## src/include/pair_timer_pkg.sv

```systemverilog
// Constants, field positions and carrier types for the pairable timer block.
// Assumes a single 200 MHz clock domain and a simple strobe register port.
package pair_timer_pkg;
  localparam int          ADDR_W         = 8;
  localparam int          DATA_W         = 32;
  // Base register offsets, one word each.
  localparam logic [7:0]  OFF_EVEN_CTRL  = 8'h00;
  localparam logic [7:0]  OFF_EVEN_COUNT = 8'h10;
  localparam logic [7:0]  OFF_EVEN_PER   = 8'h20;
  localparam logic [7:0]  OFF_ODD_CTRL   = 8'h30;
  localparam logic [7:0]  OFF_ODD_COUNT  = 8'h40;
  localparam logic [7:0]  OFF_ODD_PER    = 8'h50;
  localparam logic [7:0]  OFF_IRQ_STAT   = 8'h60;
  localparam logic [7:0]  OFF_IRQ_MASK   = 8'h70;
  // Alias selector in the low nibble of the address.
  localparam logic [3:0]  ALIAS_BASE     = 4'h0;
  localparam logic [3:0]  ALIAS_CLR      = 4'h4;
  localparam logic [3:0]  ALIAS_SET      = 4'h8;
  localparam logic [3:0]  ALIAS_INV      = 4'hC;
  // Control field positions.
  localparam int          BIT_ON         = 15;
  localparam int          BIT_IDLE_STOP  = 13;
  localparam int          BIT_GATE       = 7;
  localparam int          PS_LSB         = 4;
  localparam int          BIT_PAIR       = 3;
  localparam int          BIT_CLK_SRC    = 1;
  // Writable masks; every other bit is unimplemented.
  localparam logic [31:0] CTRL_MASK_EVEN = 32'h0000_A0FA;
  localparam logic [31:0] CTRL_MASK_ODD  = 32'h0000_A0F2;
  localparam logic [31:0] HALF_MASK      = 32'h0000_FFFF;
  localparam logic [31:0] IRQ_MASK_BITS  = 32'h0000_0003;
  localparam logic [15:0] PERIOD_RESET   = 16'hFFFF;
  localparam logic [31:0] ZERO_WORD      = 32'h0000_0000;
  localparam int          IRQ_EVEN       = 0;
  localparam int          IRQ_ODD        = 1;
  localparam logic [7:0]  PS_MAX_COUNT   = 8'hFF;
  localparam logic [7:0]  PS_64_COUNT    = 8'h3F;

  typedef struct packed {
    logic              wr;
    logic              rd;
    logic [ADDR_W-1:0] addr;
    logic [DATA_W-1:0] wdata;
  } reg_req_t;

  typedef struct packed {
    logic       run;
    logic       idle_stop;
    logic       gated_accumulate;
    logic [2:0] prescale_select;
    logic       clock_source_select;
  } timer_cfg_t;
endpackage : pair_timer_pkg

```

## src/hw/timer_prescaler.sv

```systemverilog
// Prescaler that turns qualified input edges into count ticks.
// Assumes the caller supplies a one-cycle source pulse and a clear.
`timescale 1ns/10ps
module timer_prescaler
  import pair_timer_pkg::*;
(
  // Clock and reset
  input  wire logic       clk_in,
  input  wire logic       rst_b_in,
  input  wire logic       ce_in,
  // Control
  input  wire logic       clear_in,
  input  wire logic       src_pulse_in,
  input  wire logic [2:0] sel_in,
  // Result
  output logic            tick_out
);
  logic [7:0] cnt_reg;
  logic [7:0] limit;
  logic       hit;

  assign limit = (sel_in == 3'b111) ? PS_MAX_COUNT :
                 (sel_in == 3'b110) ? PS_64_COUNT : 8'((8'h01 << sel_in) - 8'h01);
  assign hit      = src_pulse_in && (cnt_reg == limit);
  assign tick_out = hit;

  always_ff @(posedge clk_in or negedge rst_b_in) begin
    if (!rst_b_in) begin
      cnt_reg <= 8'h00;
    end else if (ce_in) begin
      if (clear_in || hit) begin
        cnt_reg <= 8'h00;
      end else if (src_pulse_in) begin
        cnt_reg <= cnt_reg + 8'h01;
      end
    end
  end
endmodule : timer_prescaler

```

## src/hw/timer_count_half.sv

```systemverilog
// One 16-bit count and period pair; two of these form the wide timer.
// Assumes write strobes arrive already decoded and aliased.
`timescale 1ns/10ps
module timer_count_half
  import pair_timer_pkg::*;
(
  // Clock and reset
  input  wire logic        clk_in,
  input  wire logic        rst_b_in,
  input  wire logic        ce_in,
  // Software writes
  input  wire logic        cnt_wr_in,
  input  wire logic [15:0] cnt_wdata_in,
  input  wire logic        per_wr_in,
  input  wire logic [15:0] per_wdata_in,
  // Counting
  input  wire logic        inc_in,
  input  wire logic        wrap_in,
  // State
  output logic [15:0]      count_out,
  output logic [15:0]      period_out
);
  always_ff @(posedge clk_in or negedge rst_b_in) begin
    if (!rst_b_in) begin
      count_out  <= 16'h0000;
      period_out <= PERIOD_RESET;
    end else if (ce_in) begin
      if (per_wr_in) begin
        period_out <= per_wdata_in;
      end
      if (cnt_wr_in) begin
        count_out <= cnt_wdata_in;
      end else if (wrap_in) begin
        count_out <= 16'h0000;
      end else if (inc_in) begin
        count_out <= count_out + 16'h0001;
      end
    end
  end
endmodule : timer_count_half

```

## src/hw/pair_timer.sv

```systemverilog
// Even/odd timer pair with prescalers, gating, idle stop, wide mode and aliases.
// Assumes synchronous inputs, a strobe register port and one 200 MHz clock.
//
// Notes on behaviour
// - Enable bit 15 runs the timer; zero holds it stopped.
// - Idle-stop bit 13 halts counting while the chip idles.
// - External clock source makes gate bit ignored and read as zero.
// - Internal source with gate set counts only while gate input high.
// - Prescale field bits 6-4 divides by 1,2,4,8,16,32,64,256.
// - Even timer pairing bit 3 joins both halves into 32 bits.
// - In wide mode all settings come from the even control register; the odd idle-stop bit still halts both halves here.
// - Pairing bit exists only on the even timer.
// - Upper sixteen and unimplemented bits read zero, writes ignored.
// - Clear, set, invert aliases sit 0x4, 0x8, 0xC above each register; writes to the status register aliases are ignored here.
//
// Our own choice: the address-and-strobe port.
`timescale 1ns/10ps
module pair_timer
  import pair_timer_pkg::*;
(
  // Clock, reset and enable
  input  wire logic                            clk_in,
  input  wire logic                            rst_b_in,
  input  wire logic                            ce_in,
  // Register port
  input  wire logic [pair_timer_pkg::ADDR_W-1:0] addr_in,
  input  wire logic [pair_timer_pkg::DATA_W-1:0] wdata_in,
  input  wire logic                            wr_in,
  input  wire logic                            rd_in,
  output logic [pair_timer_pkg::DATA_W-1:0]    rdata_out,
  // Device status and pins
  input  wire logic                            idle_in,
  input  wire logic                            even_gate_in,
  input  wire logic                            odd_gate_in,
  input  wire logic                            even_ext_clk_in,
  input  wire logic                            odd_ext_clk_in,
  // Interrupt
  output logic                                 irq_out
);
  import pair_timer_pkg::*;

  reg_req_t   req;
  timer_cfg_t even_cfg;
  timer_cfg_t odd_cfg;
  logic [31:0] even_ctrl_reg;
  logic [31:0] odd_ctrl_reg;
  logic [31:0] stat_reg;
  logic [31:0] stat_next;
  logic [31:0] mask_reg;
  logic [31:0] rdata_next;
  logic        even_ext_d_reg;
  logic        odd_ext_d_reg;
  logic [15:0] even_count;
  logic [15:0] even_period;
  logic [15:0] odd_count;
  logic [15:0] odd_period;

  assign req = '{wr: wr_in, rd: rd_in, addr: addr_in, wdata: wdata_in};

  // Address decode: high nibble picks register, low nibble picks alias.
  wire [7:0] base_addr  = {req.addr[7:4], ALIAS_BASE};
  wire [3:0] alias_sel  = req.addr[3:0];
  wire       alias_ok   = (alias_sel == ALIAS_BASE) || (alias_sel == ALIAS_CLR) ||
                          (alias_sel == ALIAS_SET) || (alias_sel == ALIAS_INV);
  wire       hit_ectrl  = alias_ok && (base_addr == OFF_EVEN_CTRL);
  wire       hit_ecnt   = alias_ok && (base_addr == OFF_EVEN_COUNT);
  wire       hit_eper   = alias_ok && (base_addr == OFF_EVEN_PER);
  wire       hit_octrl  = alias_ok && (base_addr == OFF_ODD_CTRL);
  wire       hit_ocnt   = alias_ok && (base_addr == OFF_ODD_COUNT);
  wire       hit_oper   = alias_ok && (base_addr == OFF_ODD_PER);
  wire       hit_stat   = alias_ok && (base_addr == OFF_IRQ_STAT);
  wire       hit_mask   = alias_ok && (base_addr == OFF_IRQ_MASK);

  // alias selection; bit-wise clear, set and toggle.
  function automatic logic [31:0] apply_alias(input logic [31:0] cur, input logic [31:0] wd,
                                              input logic [3:0] sel, input logic [31:0] msk);
    logic [31:0] res;
    res = cur;
    case (sel)
      ALIAS_BASE: res = wd;
      ALIAS_CLR:  res = cur & ~wd;
      ALIAS_SET:  res = cur | wd;
      ALIAS_INV:  res = cur ^ wd;
      default:    res = cur;
    endcase
    return res & msk;
  endfunction : apply_alias

  // pairing bit exists only in the even mask.
  wire [31:0] ectrl_new = apply_alias(even_ctrl_reg, req.wdata, alias_sel, CTRL_MASK_EVEN);
  wire [31:0] octrl_new = apply_alias(odd_ctrl_reg, req.wdata, alias_sel, CTRL_MASK_ODD);
  wire [31:0] ecnt_new  = apply_alias({16'h0000, even_count}, req.wdata, alias_sel, HALF_MASK);
  wire [31:0] ocnt_new  = apply_alias({16'h0000, odd_count}, req.wdata, alias_sel, HALF_MASK);
  wire [31:0] eper_new  = apply_alias({16'h0000, even_period}, req.wdata, alias_sel, HALF_MASK);
  wire [31:0] oper_new  = apply_alias({16'h0000, odd_period}, req.wdata, alias_sel, HALF_MASK);
  wire [31:0] mask_new  = apply_alias(mask_reg, req.wdata, alias_sel, IRQ_MASK_BITS);

  // wide mode from the even pairing bit.
  wire wide = even_ctrl_reg[BIT_PAIR];

  assign even_cfg = '{run: even_ctrl_reg[BIT_ON], idle_stop: even_ctrl_reg[BIT_IDLE_STOP],
                      gated_accumulate: even_ctrl_reg[BIT_GATE],
                      prescale_select: even_ctrl_reg[PS_LSB+2:PS_LSB],
                      clock_source_select: even_ctrl_reg[BIT_CLK_SRC]};
  // odd settings replaced by even ones in wide mode, except odd idle-stop.
  assign odd_cfg  = wide ?
                    timer_cfg_t'{run: even_cfg.run, idle_stop: even_cfg.idle_stop | odd_ctrl_reg[BIT_IDLE_STOP],
                      gated_accumulate: even_cfg.gated_accumulate,
                      prescale_select: even_cfg.prescale_select,
                      clock_source_select: even_cfg.clock_source_select} :
                    timer_cfg_t'{run: odd_ctrl_reg[BIT_ON], idle_stop: odd_ctrl_reg[BIT_IDLE_STOP],
                      gated_accumulate: odd_ctrl_reg[BIT_GATE],
                      prescale_select: odd_ctrl_reg[PS_LSB+2:PS_LSB],
                      clock_source_select: odd_ctrl_reg[BIT_CLK_SRC]};

  // wide idle running also depends on the odd idle-stop bit being clear.
  wire even_idle_hold = idle_in && (even_cfg.idle_stop || (wide && odd_ctrl_reg[BIT_IDLE_STOP]));
  wire odd_idle_hold  = idle_in && odd_cfg.idle_stop;

  wire even_active = even_cfg.run && !even_idle_hold;
  wire odd_active  = odd_cfg.run && !odd_idle_hold;

  // external source: rising edge of the pin, gate ignored.
  // internal source gated by the gate pin when accumulation is on.
  wire even_src = even_cfg.clock_source_select ? (even_ext_clk_in && !even_ext_d_reg) :
                  (!even_cfg.gated_accumulate || even_gate_in);
  wire odd_src  = wide ? (even_cfg.clock_source_select ? (even_ext_clk_in && !even_ext_d_reg) :
                          (!even_cfg.gated_accumulate || even_gate_in)) :
                  (odd_cfg.clock_source_select ? (odd_ext_clk_in && !odd_ext_d_reg) :
                   (!odd_cfg.gated_accumulate || odd_gate_in));

  logic even_tick;
  logic odd_tick;

  timer_prescaler u_even_ps (
    .clk_in       (clk_in),
    .rst_b_in     (rst_b_in),
    .ce_in        (ce_in),
    .clear_in     (!even_active),
    .src_pulse_in (even_active && even_src),
    .sel_in       (even_cfg.prescale_select),
    .tick_out     (even_tick)
  );

  timer_prescaler u_odd_ps (
    .clk_in       (clk_in),
    .rst_b_in     (rst_b_in),
    .ce_in        (ce_in),
    .clear_in     (!odd_active || wide),
    .src_pulse_in (odd_active && odd_src && !wide),
    .sel_in       (odd_cfg.prescale_select),
    .tick_out     (odd_tick)
  );

  // compare and wrap; wide mode compares all 32 bits.
  wire wide_match = ({odd_count, even_count} == {odd_period, even_period});
  wire even_match = wide ? wide_match : (even_count == even_period);
  wire odd_match  = odd_count == odd_period;
  wire even_wrap  = even_tick && even_match;
  wire odd_wrap   = wide ? even_wrap : (odd_tick && odd_match);
  wire odd_inc    = wide ? (even_tick && (even_count == 16'hFFFF)) : odd_tick;

  // Software count writes take priority over counting for that cycle.
  wire wr_ecnt = req.wr && hit_ecnt;
  wire wr_ocnt = req.wr && hit_ocnt;

  timer_count_half u_even_half (
    .clk_in       (clk_in),
    .rst_b_in     (rst_b_in),
    .ce_in        (ce_in),
    .cnt_wr_in    (wr_ecnt),
    .cnt_wdata_in (ecnt_new[15:0]),
    .per_wr_in    (req.wr && hit_eper),
    .per_wdata_in (eper_new[15:0]),
    .inc_in       (even_tick),
    .wrap_in      (even_wrap),
    .count_out    (even_count),
    .period_out   (even_period)
  );

  timer_count_half u_odd_half (
    .clk_in       (clk_in),
    .rst_b_in     (rst_b_in),
    .ce_in        (ce_in),
    .cnt_wr_in    (wr_ocnt),
    .cnt_wdata_in (ocnt_new[15:0]),
    .per_wr_in    (req.wr && hit_oper),
    .per_wdata_in (oper_new[15:0]),
    .inc_in       (odd_inc),
    .wrap_in      (odd_wrap),
    .count_out    (odd_count),
    .period_out   (odd_period)
  );

  // Status: hardware set wins over a write-one clear in the same cycle.
  wire [31:0] evt_set   = {30'h0, odd_wrap && !wide, even_wrap};
  wire [31:0] stat_clr  = (req.wr && hit_stat && alias_sel == ALIAS_BASE) ? req.wdata : ZERO_WORD;
  assign stat_next = ((stat_reg & ~stat_clr) | evt_set) & IRQ_MASK_BITS;

  // gate bit reads zero under external source; upper bits read zero.
  wire [31:0] ectrl_view = even_ctrl_reg &
                           ~(even_ctrl_reg[BIT_CLK_SRC] ? (32'h1 << BIT_GATE) : ZERO_WORD);
  wire [31:0] octrl_view = odd_ctrl_reg &
                           ~(odd_ctrl_reg[BIT_CLK_SRC] ? (32'h1 << BIT_GATE) : ZERO_WORD);

  // Unmapped and alias addresses read as zero.
  wire base_rd = req.rd && (alias_sel == ALIAS_BASE);
  assign rdata_next = !base_rd  ? ZERO_WORD :
                      hit_ectrl ? ectrl_view :
                      hit_ecnt  ? {16'h0000, even_count} :
                      hit_eper  ? {16'h0000, even_period} :
                      hit_octrl ? octrl_view :
                      hit_ocnt  ? {16'h0000, odd_count} :
                      hit_oper  ? {16'h0000, odd_period} :
                      hit_stat  ? stat_reg :
                      hit_mask  ? mask_reg : ZERO_WORD;

  always_ff @(posedge clk_in or negedge rst_b_in) begin
    if (!rst_b_in) begin
      even_ctrl_reg   <= ZERO_WORD;
      odd_ctrl_reg    <= ZERO_WORD;
      stat_reg        <= ZERO_WORD;
      mask_reg        <= ZERO_WORD;
      rdata_out       <= ZERO_WORD;
      irq_out         <= 1'b0;
      even_ext_d_reg  <= 1'b0;
      odd_ext_d_reg   <= 1'b0;
    end else if (ce_in) begin
      if (req.wr && hit_ectrl) begin
        even_ctrl_reg <= ectrl_new;
      end
      if (req.wr && hit_octrl) begin
        odd_ctrl_reg <= octrl_new;
      end
      if (req.wr && hit_mask) begin
        mask_reg <= mask_new;
      end
      stat_reg        <= stat_next;
      rdata_out       <= rdata_next;
      irq_out         <= |(stat_next & mask_reg);
      even_ext_d_reg  <= even_ext_clk_in;
      odd_ext_d_reg   <= odd_ext_clk_in;
    end
  end
endmodule : pair_timer

```

## config.mk

```make
export PLATFORM = sky130hd
export DESIGN_NAME = pair_timer
export DESIGN_NICKNAME = d
export VERILOG_FILES = /design/src/include/pair_timer_pkg.sv /design/src/hw/timer_prescaler.sv /design/src/hw/timer_count_half.sv /design/src/hw/pair_timer.sv
export SDC_FILE = /design/constraint.sdc
export NUM_CORES = 1
export LEC_CHECK = 0
export ABC_CLOCK_PERIOD_IN_PS = 9100
export BUFFER_PORTS_ARGS = -buffer_cell sky130_fd_sc_hd__buf_2
export CAP_MARGIN = 40
export CORE_MARGIN = 3
export CORE_UTILIZATION = 37
export DETAILED_ROUTE_END_ITERATION = 8
export GPL_TIMING_DRIVEN = 1
export HOLD_SLACK_MARGIN = 0.08
export PLACE_DENSITY = 0.54
export SLEW_MARGIN = 30
export SYNTH_ARGS = -nofsm -noshare
export SYNTH_HDL_FRONTEND = slang
export SYNTH_SLANG_ARGS = --single-unit
```

## constraint.sdc

```tcl
create_clock -name clk_in -period 9.1 [get_ports clk_in]
set_clock_uncertainty 0.1 [all_clocks]
set_input_delay 1.82 -clock clk_in [delete_from_list [all_inputs] [get_ports clk_in]]
set_output_delay 1.82 -clock clk_in [all_outputs]
set_load 0.03 [all_outputs]
```

==> results.toml <==
[setup_path]
crit_path_max_incr_delay_ns = 0.53
path_max_fanout = 32
critPathLaunchType = "input port"
cp_slowest_cell = "nor2_2"
required_ns = 9.33
crit_chain = "buf_2 > or2_1 > buf_4 > or3_1 > nor2_2 > nand3_2 > o21a_1 > nor2_4 > o21ai_0 > a22o_1"
arrival_ns = 5.20
cp-end-kind = "flop"
path_class = "in2reg"

[cells_and_area]
layout.nets = 1623
drive_gt1_share_pct = 13.6
fin_area_um2 = 12900
areaGrowthSynthToFinish_pct = 9.20
diodes = 0

[sta]
worst_pin_slew_ns = 0.812
worst_slack_ns = 4.13
fin_tns_setup_ns = 0
setup_violations = 0
rsz0062_at_grt = "false"
min_period_over_period_pct = 54.7
post-route-min-period_ns = 4.97
fmax_ghz = 0.201
hold-worst-slack_ns = 0.377
relSlewSlack_pct = 45.8
hold_viol_final = 0
drv_slew = 0

[placement]
dpl-instance-area_um2 = 12300
post-place-ws_ns = 3.74
portBuffers = 50
finalWeightedCongestion = 0.900
dp_hpwl_mm = 28.2

[detailed_routing]
ant_nets = 0
wirelength_mm = 40.9
first_pass_iters = 6
drc = 0
avgRoutedWirePerCell_um = 22.6
vias = 11200
drt_iter0_markers = 1302
via_per_inst = 6.16

[grt]
antenna_found_initial = 0
grt_usage_pct = 24.3
grt_pass1_vias = 10600
grt_max_degree = 61
grt-ovfl-total = 0
grt_pass1_wl_mm = 64.4

[clock_network]
holdBufCountCts = 0
cts_tree = "done"
cts_buffers = 17
clk_pin_slew_ns = 0.06
htreeDepth = 4
clock_latency_ns = 0.45
root_buffer = "clkbuf_16"
cts_sinks = 118
cts_setup_buffers = 0
clock_path_buffers = 2
cts_resized = 0

[run]
cap_violations = 0

[power]
p_per_area_nw_per_um2 = 143
irDropWorstVdd_uv = 144
p_leak_nw = 5.50
p_switching_uw = 666
combPwrFrac_pct = 25.5
switching_share_pct = 36.0
clock_power_share_pct = 39.1
p_int_mw = 1.18
p_total_mw = 1.85
seqPwrFrac_pct = 35.4

[synth]
syn_inst = 1418
synth.avg_cell_area_um2 = 8.36
synth_edf_count = 0
ys_seq_elements = 118
netlist_area_um2 = 11800
synth_cell_types = 77
synth_warnings = 0
yosysSeqAreaShare_pct = 25.3
synthFlopType = "dfrtp_1"
synthArstFlopShare_pct = 100

[floorplan]
rows = 64
initial_core_util_pct = 38.1
die_h_um = 185
dieArea_um2 = 34200
core_area_um2 = 31100
io_pins = 83
die_x_um = 185

[hold_path]
hold_path_class = "reg2reg"

[run_status]
status = "finished, final reports clean"
-- cells in the final DEF, fill, tap and decap left out, types with 24 or more instances in the layout --
cell type,netlist,final
buf_2,9,48
dfrtp_1,86,86
dfstp_2,32,32
inv_1,110,110
nor2_1,65,63
a211oi_1,25,25
mux2i_1,24,24
a22oi_1,30,30
a222oi_1,36,36
ha_1,168,168
nand2_1,144,143
a21oi_1,72,72
o21ai_0,141,141
-- power by group through the flow --
stage	combinational (mW)	clock, mW	sequential, mW
4_1_cts	0.469	0.733	0.651
5_1_grt	0.530	0.755	0.662
6_report	0.471	0.722	0.654
3_3_place_gp	0.452	0	0.658
2_1_floorplan	0.341	0	0.622
3_5_place_dp	0.467	0	0.659
-- per-layer routing --
| metal | vias to the layer above | GRT usage [%] | share of wire (%) |
|---|---|---|---|
| li1 | 5145 | - | - |
| met1 | 5479 | 35.2 | 46 |
| met2 | 466 | 35.8 | 43 |
| met3 | 78 | 4.28 | 7.2 |
| met4 | 0 | 9.39 | 3.5 |
| met5 | - | 0 | 0 |
-- Yosys cell counts (25+ instances only) --
library cell / n / area (um2)
a21oi_1: 72 / 360
dfstp_2: 32 / 841
a211oi_1: 25 / 188
clkbuf_1: 84 / 315
nor2_1: 65 / 244
inv_1: 110 / 413
dfrtp_1: 86 / 2150
o21ai_0: 141 / 706
nand2_1: 144 / 541
ha_1: 168 / 2100
a22oi_1: 30 / 225
a222oi_1: 36 / 360
-- kinds of logic (layout without fill, tap and decap cells) --
kind of cell / Yosys count / in the layout / synth area share, %
fa+ha+maj: 168 / 168 / 17.7
mux: 50 / 50 / 4.78
other cells: 1 / 16 / 0.0317
flops: 118 / 118 / 25.3
xor+xnor: 40 / 40 / 2.96
buf+inv: 231 / 216 / 8.24
compound gates: 471 / 471 / 27.3
simple gates: 339 / 339 / 13.7
-- metrics by stage --
step,instances,util (%)
6_report,1814,41.6
5_1_grt,1814,41.6
4_1_cts,1813,41.6
3_5_place_dp,1781,39.7
3_3_place_gp,1779,39.5
2_1_floorplan,1433,-
-- final timing paths --
path / from / endpoint / slack [ns] / cells after the start
setup / recovery: addr_in[1] / u_even_half.count_out[12]$_DFFE_PN0P_ / 4.13 / 10
setup reg to reg: even_ctrl_reg[5]$_DFFE_PN0P_ / u_even_half.count_out[13]$_DFFE_PN0P_ / 5.24 / 10
max in group asynchronous: rst_b_in / u_even_half.period_out[9]$_DFFE_PN1P_ / 6.54 / 3
hold / removal: rdata_out[9]$_DFFE_PN0P_ / rdata_out[9]$_DFFE_PN0P_ / 0.38 / 1
hold reg to reg: rdata_out[9]$_DFFE_PN0P_ / rdata_out[9]$_DFFE_PN0P_ / 0.38 / 1
min in group asynchronous: rst_b_in / rdata_out[3]$_DFFE_PN0P_ / 1.29 / 1
-- critical path, delay by kind of cell --
family / cells / cell delay [ns]
AO/OA/AOI/OAI: 3 / 0.73
buffers and inverters: 2 / 0.37
AND/OR/NAND/NOR: 5 / 2.25
-- area by class of cell --
class,count,area (um2)
Clock inverter,11,151
Clock buffer,21,450
Sequential cell,118,2990
Timing Repair Buffer,73,452
Fill cell,3134,18100
Multi-Input combinational cell,1084,7980
Tap cell,396,495
Inverter,111,417
(Power assumes the default switching activity.)
